--- src/ltc_pkg.sv ---
// Purpose: shared constants for the link change controller
// Assumes: 125 MHz system clock
// Notes: codes follow the core's physical-layer sideband
package ltc_pkg;
  localparam logic [1:0] LTC_CHG_NONE = 2'h0;
  localparam logic [1:0] LTC_CHG_WIDTH = 2'h1;
  localparam logic [1:0] LTC_CHG_SPEED = 2'h2;
  localparam logic [1:0] LTC_CHG_BOTH = 2'h3;
  localparam logic [1:0] LTC_WIDTH_X1 = 2'h0;
  localparam logic [1:0] LTC_WIDTH_X4 = 2'h2;
  localparam logic [1:0] LTC_WIDTH_X8 = 2'h3;
  localparam logic [1:0] LTC_AUTO_SPD_ON = 2'h3;
  localparam logic [5:0] LTC_ST_HOT_RESET = 6'h21;
  localparam logic [5:0] LTC_ST_MAX = 6'h33;
  localparam logic [5:0] LTC_ST_GAP = 6'h32;
  localparam logic [2:0] LTC_TX_PM_MAX = 3'h3;
  localparam int LTC_CLK_MHZ = 125;
  localparam int LTC_DONE_TMO_US = 100;
  localparam int LTC_DONE_TMO_CYC = LTC_DONE_TMO_US * LTC_CLK_MHZ;
  typedef enum logic [1:0] {LTC_IDLE, LTC_REQ, LTC_RELEASE} ltc_state_t;
endpackage

--- src/ltc_sync_if.sv ---
// Purpose: bundle of synchronised device status
// Assumes: one clock
// Notes: carried between sync stage and controller
`timescale 1ns/10ps
interface ltc_sync_if;
  logic link_up;
  logic gen2_cap;
  logic change_done;
  logic hot_rst_rx;
  logic [5:0] state_code;
  logic [1:0] rx_pm;
  logic [2:0] tx_pm;
  logic [1:0] width;
  modport src (output link_up, gen2_cap, change_done, hot_rst_rx, state_code, rx_pm, tx_pm,
    width);
  modport dst (input link_up, gen2_cap, change_done, hot_rst_rx, state_code, rx_pm, tx_pm,
    width);
endinterface

--- src/ltc_ctrl.sv ---
// Purpose: user-side controller for directed link changes and hot reset
// Assumes: device pins are asynchronous to sys_clk_in
// Notes: timeout abandons a change that never completes
`timescale 1ns/10ps
// Notes on behaviour
// - reason bit held with each request
// - request code selects width, speed, both
// - request only while link is up
// - root port speed needs auto attribute 11
// - target speed 0 slow, 1 fast
// - fast speed only when gen2 capable
// - target width 00, 10, 11 only
// - endpoint preferred de-emphasis drives 5.0 rate
// - de-emphasis updated with speed request
// - root port sends hot reset while held
module ltc_ctrl
  import ltc_pkg::*;
#(
  parameter int DONE_TMO_CYC = LTC_DONE_TMO_CYC
)
(
  // clock and reset
  input wire logic sys_clk_in,
  input wire logic rst_in,
  // user orders
  input wire logic cmd_start_in,
  input wire logic [1:0] cmd_change_in,
  input wire logic cmd_speed_in,
  input wire logic [1:0] cmd_width_in,
  input wire logic cmd_auton_in,
  input wire logic cmd_deemph_in,
  input wire logic cmd_hot_reset_in,
  input wire logic cmd_deemph_src_in,
  input wire logic is_root_port_in,
  input wire logic [1:0] rp_auto_speed_attr_in,
  // user status
  output logic busy_out,
  output logic done_out,
  output logic error_out,
  output logic link_up_out,
  output logic [5:0] training_state_out,
  output logic [1:0] rx_power_state_out,
  output logic [2:0] tx_power_state_out,
  output logic [1:0] current_width_out,
  output logic hot_reset_seen_out,
  output logic bad_status_out,
  // device inputs
  input wire logic link_up_in,
  input wire logic second_gen_capable_in,
  input wire logic change_done_in,
  input wire logic inband_reset_received_in,
  input wire logic [5:0] training_state_code_in,
  input wire logic [1:0] rx_power_state_in,
  input wire logic [2:0] tx_power_state_in,
  input wire logic [1:0] current_width_code_in,
  // device outputs
  output logic [1:0] change_request_code_out,
  output logic target_speed_sel_out,
  output logic [1:0] target_width_code_out,
  output logic change_reason_autonomous_out,
  output logic ep_preferred_deemphasis_out,
  output logic inband_reset_send_out,
  output logic rp_deemphasis_source_out
);
  ltc_sync_if sy ();
  ltc_state_t state;
  ltc_state_t next_state;
  logic [31:0] tmo;

  ltc_sync u_sync
  (
    .sys_clk_in(sys_clk_in),
    .rst_in(rst_in),
    .raw_in({link_up_in, second_gen_capable_in, change_done_in, inband_reset_received_in,
      training_state_code_in, rx_power_state_in, tx_power_state_in, current_width_code_in}),
    .sync_out(sy)
  );

  function automatic logic width_ok(input logic [1:0] w);
    width_ok = (w == LTC_WIDTH_X1) || (w == LTC_WIDTH_X4) || (w == LTC_WIDTH_X8);
  endfunction

  // ******************************
  // request admission
  // ******************************
  wire has_speed = cmd_change_in[1];
  wire has_width = cmd_change_in[0];
  wire speed_ok = !has_speed || !cmd_speed_in || sy.gen2_cap;
  wire rp_ok = !is_root_port_in || !has_speed ||
    (rp_auto_speed_attr_in == LTC_AUTO_SPD_ON);
  wire w_ok = !has_width || width_ok(cmd_width_in);
  wire cmd_legal = (cmd_change_in != LTC_CHG_NONE) && sy.link_up && speed_ok && rp_ok &&
    w_ok;
  wire accept = (state == LTC_IDLE) && cmd_start_in && cmd_legal;
  wire reject = (state == LTC_IDLE) && cmd_start_in && !cmd_legal;
  wire timed_out = (tmo == 32'(DONE_TMO_CYC - 1));
  wire lost_link = !sy.link_up;
  wire status_bad = ((sy.state_code > LTC_ST_MAX) || (sy.state_code == LTC_ST_GAP) ||
    (sy.tx_pm > LTC_TX_PM_MAX)) && sy.link_up;

  // ******************************
  // sequencer
  // ******************************
  always_comb
  begin
    next_state = state;
    case (state)
      LTC_IDLE:
        if (accept)
          next_state = LTC_REQ;
      LTC_REQ:
        if (sy.change_done || timed_out || lost_link)
          next_state = LTC_RELEASE;
      LTC_RELEASE:
        if (!sy.change_done)
          next_state = LTC_IDLE;
      default:
        next_state = LTC_IDLE;
    endcase
  end

  always_ff @(posedge sys_clk_in or posedge rst_in)
  begin
    if (rst_in)
    begin
      state <= LTC_IDLE;
      tmo <= 32'h0;
      change_request_code_out <= LTC_CHG_NONE;
      target_speed_sel_out <= 1'b0;
      target_width_code_out <= LTC_WIDTH_X1;
      change_reason_autonomous_out <= 1'b0;
      ep_preferred_deemphasis_out <= 1'b0;
      busy_out <= 1'b0;
      done_out <= 1'b0;
      error_out <= 1'b0;
    end
    else
    begin
      state <= next_state;
      tmo <= (state == LTC_REQ) ? tmo + 32'h1 : 32'h0;
      busy_out <= (next_state != LTC_IDLE);
      done_out <= (state == LTC_REQ) && sy.change_done;
      if (accept)
      begin
        change_request_code_out <= cmd_change_in;
        target_speed_sel_out <= cmd_speed_in;
        target_width_code_out <= cmd_width_in;
        change_reason_autonomous_out <= cmd_auton_in;
        ep_preferred_deemphasis_out <= cmd_deemph_in;
      end
      else if (next_state == LTC_RELEASE)
        change_request_code_out <= LTC_CHG_NONE;
      if (accept)
        error_out <= 1'b0;
      else if (reject || ((state == LTC_REQ) && !sy.change_done && (timed_out || lost_link)))
        error_out <= 1'b1;
    end
  end

  // ******************************
  // hot reset and status
  // ******************************
  always_ff @(posedge sys_clk_in or posedge rst_in)
  begin
    if (rst_in)
    begin
      inband_reset_send_out <= 1'b0;
      rp_deemphasis_source_out <= 1'b0;
      hot_reset_seen_out <= 1'b0;
      link_up_out <= 1'b0;
      training_state_out <= 6'h0;
      rx_power_state_out <= 2'h0;
      tx_power_state_out <= 3'h0;
      current_width_out <= 2'h0;
      bad_status_out <= 1'b0;
    end
    else
    begin
      inband_reset_send_out <= is_root_port_in && cmd_hot_reset_in;
      rp_deemphasis_source_out <= cmd_deemph_src_in;
      hot_reset_seen_out <= !is_root_port_in && sy.hot_rst_rx;
      link_up_out <= sy.link_up;
      training_state_out <= sy.state_code;
      rx_power_state_out <= sy.rx_pm;
      tx_power_state_out <= sy.tx_pm;
      if (sy.link_up)
        current_width_out <= sy.width;
      bad_status_out <= status_bad;
    end
  end

  // ******************************
  // checks
  // ******************************
  a_req_needs_link: assert property (@(posedge sys_clk_in) disable iff (rst_in)
    $rose(busy_out) |-> $past(sy.link_up)) else $error("request without link up");
  a_req_code_held: assert property (@(posedge sys_clk_in) disable iff (rst_in)
    (state == LTC_REQ) && $past(state == LTC_REQ) |-> $stable(change_request_code_out))
    else $error("request code changed mid change");
  a_release_none: assert property (@(posedge sys_clk_in) disable iff (rst_in)
    (state == LTC_RELEASE) |-> change_request_code_out == LTC_CHG_NONE)
    else $error("request not dropped after done");
  a_speed_gen2: assert property (@(posedge sys_clk_in) disable iff (rst_in)
    $rose(busy_out) && change_request_code_out[1] && target_speed_sel_out |->
    $past(sy.gen2_cap)) else $error("fast speed without gen2");
  a_rp_auto_speed_attr: assert property (@(posedge sys_clk_in) disable iff (rst_in)
    $rose(busy_out) && $past(is_root_port_in) && change_request_code_out[1] |->
    $past(rp_auto_speed_attr_in) == LTC_AUTO_SPD_ON)
    else $error("root port speed change not allowed");
  a_width_legal: assert property (@(posedge sys_clk_in) disable iff (rst_in)
    $rose(busy_out) && change_request_code_out[0] |-> width_ok(target_width_code_out))
    else $error("illegal target width");
  a_hot_reset: assert property (@(posedge sys_clk_in) disable iff (rst_in)
    is_root_port_in && cmd_hot_reset_in ##1 is_root_port_in |-> inband_reset_send_out)
    else $error("hot reset not driven");
  a_fields_latch: assert property (@(posedge sys_clk_in) disable iff (rst_in)
    accept |=> change_request_code_out == $past(cmd_change_in) &&
    change_reason_autonomous_out == $past(cmd_auton_in))
    else $error("request fields not latched");
endmodule

--- src/ltc_sync.sv ---
// Purpose: two-flop synchroniser for device status pins
// Assumes: pins come from another timing domain
// Notes: first stage read only by second stage
`timescale 1ns/10ps
module ltc_sync
(
  input wire logic sys_clk_in,
  input wire logic rst_in,
  input wire logic [16:0] raw_in,
  ltc_sync_if.src sync_out
);
  logic [16:0] meta;
  logic [16:0] stable;
  always_ff @(posedge sys_clk_in or posedge rst_in)
  begin
    if (rst_in)
    begin
      meta <= 17'h0;
      stable <= 17'h0;
    end
    else
    begin
      meta <= raw_in;
      stable <= meta;
    end
  end
  assign {sync_out.link_up, sync_out.gen2_cap, sync_out.change_done, sync_out.hot_rst_rx,
    sync_out.state_code, sync_out.rx_pm, sync_out.tx_pm, sync_out.width} = stable;
endmodule

--- config.mk ---
export PLATFORM = sky130hd
export DESIGN_NAME = ltc_ctrl
export DESIGN_NICKNAME = d
export VERILOG_FILES = /design/src/ltc_pkg.sv /design/src/ltc_sync_if.sv /design/src/ltc_ctrl.sv /design/src/ltc_sync.sv
export SDC_FILE = /design/constraint.sdc
export NUM_CORES = 1
export LEC_CHECK = 0
export BUFFER_PORTS_ARGS = -buffer_cell sky130_fd_sc_hd__buf_2
export CAP_MARGIN = 40
export CORE_AREA = 4 4 91 93
export DETAILED_ROUTE_END_ITERATION = 7
export DIE_AREA = 0 0 95 97
export HOLD_SLACK_MARGIN = 0.1
export PLACE_DENSITY = 0.79
export SLEW_MARGIN = 25
export SYNTH_ARGS = -nofsm -noshare
export SYNTH_HDL_FRONTEND = slang
export SYNTH_SLANG_ARGS = --single-unit
--- constraint.sdc ---
create_clock -name sys_clk_in -period 4.1 [get_ports sys_clk_in]
set_input_delay 0.82 -clock sys_clk_in [delete_from_list [all_inputs] [get_ports sys_clk_in]]
set_output_delay 0.82 -clock sys_clk_in [all_outputs]
set_load 0.05 [all_outputs]
# ---- Word-level counts from Yosys, hierarchy flattened
# Cells that the tools add are included.
# Widths: inputs -> output; s select.
dict set report word_totals {
  register_bits 96
  latch_bits 0
  mem_bits_rw 0
  rom_bits 0
  inputBits 32
  out_inout_bits 28
  memories 0
}
dict set report classes {
  n_addsub 1
  mul 0
  n_div 0
  order_cmp 2
  n_eq_ne 8
  shifts 0
  mux 9
  bitwise_logic 0
  reduce_logical 39
}
# cell count
set ops {}
lappend ops {{$add 32x1->32 const B} 1}
lappend ops {{$eq 32x14->1 const B} 1}
lappend ops {{$mux 32} 1}
lappend ops {{$logic_and 1x1->1} 13}
lappend ops {{$logic_or 1x1->1} 13}
lappend ops {{$eq 2x2->1 const B} 5}
lappend ops {{$mux 2} 5}
lappend ops {{$reduce_bool 2->1} 4}
lappend ops {{$logic_not 1->1} 7}
lappend ops {{$eq 6x6->1 const B} 1}
lappend ops {{$gt 6x6->1 const B} 1}
lappend ops {{$pmux 2 s3} 1}
lappend ops {{$logic_not 2->1} 2}
lappend ops {{$gt 3x2->1 const B} 1}
lappend ops {{$eq 2x1->1 const B} 1}
lappend ops {{$mux 1} 2}

# ---- Logic depth before layout (Yosys ltp)
dict set report depth {
  ltp_word 12
  depth_mapped 6
}

# ---- Cells and area by module
# From an unflattened synthesis, not the netlist that was laid out.
dict set report unflattened {
  hier_cells 292
  area_unflattened_um2 3708.6
}
# mod instances cells_per_inst area_per_inst_um2 seq_area_each_um2
set by_module_without_submodules {}
lappend by_module_without_submodules {ltc_ctrl 1 257 2854.0 1551.5}
lappend by_module_without_submodules {ltc_sync 1 35 854.6 850.8}

# ---- Least setup slack after synthesis
# Ideal clock, no wire load.
dict set report synth_timing {
  path_kind {input -> register}
  start {input cmd_start_in}
  end {register change_reason_autonomous_out}
  t_arrival_ns 2.016
  required_ns 3.975
  path_slack_ns 1.959
  cell_stages 4
  n_path_buf 0
  path_cell_list {nor3b_1 -> o2111ai_1 -> nor2_1 -> mux2_2}
}
dict set report synth_between {
  elab_chain_len 2
}
# element line
set synth_rtl {}
lappend synth_rtl {{start: declaration} ltc_ctrl.sv:26} ;# input wire logic cmd_start_in,
lappend synth_rtl {{$logic_and 1x1->1 (2 in series)} ltc_ctrl.sv:94} ;# wire accept = (state == LTC_IDLE) && cmd_start_in && cmd_legal;
lappend synth_rtl {{end signal: assignment} ltc_ctrl.sv:148} ;# change_reason_autonomous_out <= cmd_auton_in;
lappend synth_rtl {{end: declaration} ltc_ctrl.sv:60} ;# output logic change_reason_autonomous_out,
# No other way between the ends.
# A chain may end at the register's enable or synchronous reset.

# ---- Worst setup path in the final report
dict set report layout_timing {
  start {input cmd_start_in}
  end {register target_width_code_out[0]}
}
dict set report layout_between {
  elab_chain_len 2
}
# element line
set layout_rtl {}
lappend layout_rtl {{$logic_and 1x1->1 (2 in series)} ltc_ctrl.sv:94}
lappend layout_rtl {{end signal: assignment} ltc_ctrl.sv:147} ;# target_width_code_out <= cmd_width_in;
lappend layout_rtl {{end: declaration} ltc_ctrl.sv:59} ;# output logic [1:0] target_width_code_out,
# No other way between the ends.

==> results.md <==
- Site Rows: 32
- Largest area contributor in the netlist: dfrtp_1
- Final setup vio count: 0
- Distinct cells, synth: 43
- CP Capture Type: register
- First-pass GRT wire length: 11830 um
- Worst EP required: roughly 4.4 ns
- Register area: around 2400 sq um
- Commonest non-fill, non-tap cell in the layout: dfrtp_1
- Worst skew pair latency: between 0.3 and 0.4 ns
- RSZ-0062 raised after global routing: no
- Max-cap viol count: 0
- Synth Area in Adders: 0.003451
- Clk sinks: 96
- Die area: approximately 9200 sq um
- Vias in the first global route: 2603
- Hold_buf cts: 0
- Number of synthesized register bits: between 90 and 100
- Synth warn: 0
- Clock Tree Buf Depth: 2
- Antenna violations before repair: 0
- Gr ovfl total: 0
- Clock skew: slightly below 0.009 ns
- Part of the Yosys area used for sequential elements: 0.6625
- ANT nets after route: 0
- WL final: ~7000 um
- Fin. max-slew vios: 0
- R2R Setup Slk: 1.99 ns
- Root Buffer Master: clkbuf_8
- Synth Area in XOR/XNOR: 0.02899
- Number of DRC markers in iteration 0: between 100 and 150
- Worst Path Max Fanout: 7
- CP arrival: roughly 2.4 ns
- Post-Synth Simple-Gate Area: 0.1781
- # diodes: 0
- Port bufs: about 60
- Fill cells: ~670
- Minimum clock period: ~2.2 ns
- Endpoints failing hold: 0
- Nets: a little under 400
- Leak pwr: around 1.8 nW
- CTS tree: yes
- Fmax: ~450 MHz
- Wire per inst: approximately 15 um
- Largest family of logic cells by synthesized area: simple AND/OR/NAND/NOR gates
- Pwr Density: ~440 nW/um^2
- Share of layout cells above drive strength 1: 0.2493
- Vias/cell: about 5.5
- Cts repair resizes: 0
- Detailed Place HPWL: 5014 um
- Initial Utilization: 0.4817
- Worst-margin pin slew: 0.6719 ns
- Die extent in y: slightly below 100 um
- Chip Width: around 95 um
- Async SR Flop Fraction: 1.000
- Area after DPL: 4024 sq um
- GRT Util Overall: 0.1638
- GP Congestion: between 0.8 and 0.9
- Post-CTS Setup Bufs: 0
- Most frequent cells in the layout: 96 x dfrtp_1, 59 x buf_2, 16 x nand2_1, 16 x nor2_1
- Core area: about 7500 sq um
- Status: completed
- Avg Synthesized Cell Area: 12.55 sq um
- Syn_nets: ~320
- Finished Cell Area: about 4200 sq um
- Largest net degree at the start of global routing: 41
- Predominant post-synthesis flop cell: dfrtp_1
- Gate Count Post-Synth: ~290
- Worst rel slew slack: 0.5515
- Period Utilization, post-route: 0.5365
- Post-synth EDFFs: 0
- Num CTS Buffers: 9
- Share of the synthesized area in the top cell type: 0.6625
- Worst Setup Path Type: in2reg
- CP startpoint kind: input pin
- Area growth syn-to-layout: 16.08%
- Via count: roughly 2.5k
- Top Ports: 60
- Fin Setup TNS: 0 ns
- Remaining DRCs: 0
- Post-synthesis mux area share: 0.02450
- Hold Path Class: reg2reg
- Detailed Routing Iterations Pass 1: 4
- Clock-pin slew on the worst setup and hold paths: around 0.090 ns
- Largest cells by area after synthesis: dfrtp_1 66%, nand4_1 2.6%, o31ai_1 2.3%, or4_1 2.3%, mux2_2 2.2%
- H-tree levels: 3
- Mapped Area: between 3000 and 4000 sq um
- Area of the multi-input gates: around 1200 sq um
- Synth Area in Compound Gates: 0.08627
- Peak VDD IR: 350.4 uV
[per-stage QoR]
stage / hold WS (ns) / util / cells / total power [mW] / setup WS, ns
floorplan: 0.3312 / - / 289 / 1.224 / 0.7746
global placement: 0.3317 / 0.5342 / 443 / 1.294 / 1.656
detailed placement: 0.3363 / 0.5346 / 443 / 1.302 / 1.545
CTS: 0.3562 / 0.5592 / 459 / 1.877 / 1.920
global route: 0.3680 / 0.5592 / 459 / 1.941 / 1.721
finish: 0.3557 / 0.5592 / 459 / 1.858 / 1.901
[registers in the layout (all words and copies together), names as in the netlist, 2 cells and up]
| register | cells |
|---|---|
| tmo | 32 |
| u_sync.meta | 17 |
| u_sync.stable | 17 |
| training_state_out | 6 |
| tx_power_state_out | 3 |
| change_request_code_out | 2 |
| current_width_out | 2 |
| rx_power_state_out | 2 |
| state | 2 |
| target_width_code_out | 2 |
[layout make-up]
class	instances	area share
Inverter	4	0.003864
Sequential cell	96	0.5707
Clock buffer	10	0.03032
Multi-Input combinational cell	180	0.2773
Timing Repair Buffer	61	0.07372
Tap cell	102	0.03032
Clock inverter	6	0.01367
[synthesized netlist by cell type (all sizes together) (3+ instances only)]
| library cell | instances |
|---|---|
| nand2 | 16 |
| and2 | 9 |
| clkbuf | 6 |
| mux2 | 7 |
| o21a | 4 |
| nand3 | 8 |
| or4 | 12 |
| nand4 | 15 |
| or3 | 3 |
| buf | 3 |
| and3 | 5 |
| nor3 | 3 |
| inv | 4 |
| o21ai | 9 |
| a21oi | 15 |
| dfrtp | 96 |
| nor2b | 4 |
| nor2 | 16 |
| nor4 | 8 |
| xnor2 | 5 |
| xor2 | 7 |
| o31ai | 11 |
[cell families (layout without fill, tap and decap cells)]
family                     Yosys count  count (layout)
muxes                                8               8
AOI/OAI and AO/OA                   48              48
adders and majority gates            1               1
DFF                                 96              96
buffers and inverters               13              81
xor gates and xnor gates            12              12
and+or+nand+nor                    111             111
[worst paths after layout]
check	start	end	depth (start not counted)
hold / removal	u_sync.meta[15]$_DFF_PP0_	u_sync.stable[15]$_DFF_PP0_	0
max in group asynchronous	rst_in	training_state_out[5]$_DFF_PP0_	3
min in group asynchronous	rst_in	tmo[24]$_DFF_PP0_	2
setup reg to reg	tmo[6]$_DFF_PP0_	tmo[25]$_DFF_PP0_	4
setup / recovery	cmd_start_in	target_width_code_out[0]$_DFFE_PP0P_	5
hold reg to reg	u_sync.meta[15]$_DFF_PP0_	u_sync.stable[15]$_DFF_PP0_	0
[metal layers]
| layer | track usage | routed length, um |
|---|---|---|
| met1 | 0.1998 | 2898 |
| met2 | 0.2684 | 3586 |
| met3 | 0.04821 | 431 |
| met4 | 0.06881 | 129 |
| met5 | 0 | 0 |
[where the power goes]
| group | total [mW] | leakage [nW] | switching (mW) | internal, mW |
|---|---|---|---|---|
| Sequential | 1.02 | 1.21 | 0.0245 | 1.00 |
| Clock | 0.579 | 0.0957 | 0.342 | 0.237 |
| Combinational | 0.254 | 0.499 | 0.192 | 0.0624 |
| Total | 1.86 | 1.80 | 0.558 | 1.30 |
[worst max-delay path, stage by stage]
cell and delay, ns:
buf_2 0.08, nor3b_1 0.38, o2111ai_1 0.28, nor2_1 0.50, mux2_2 0.40
Power figures use the tool's default switching activity.
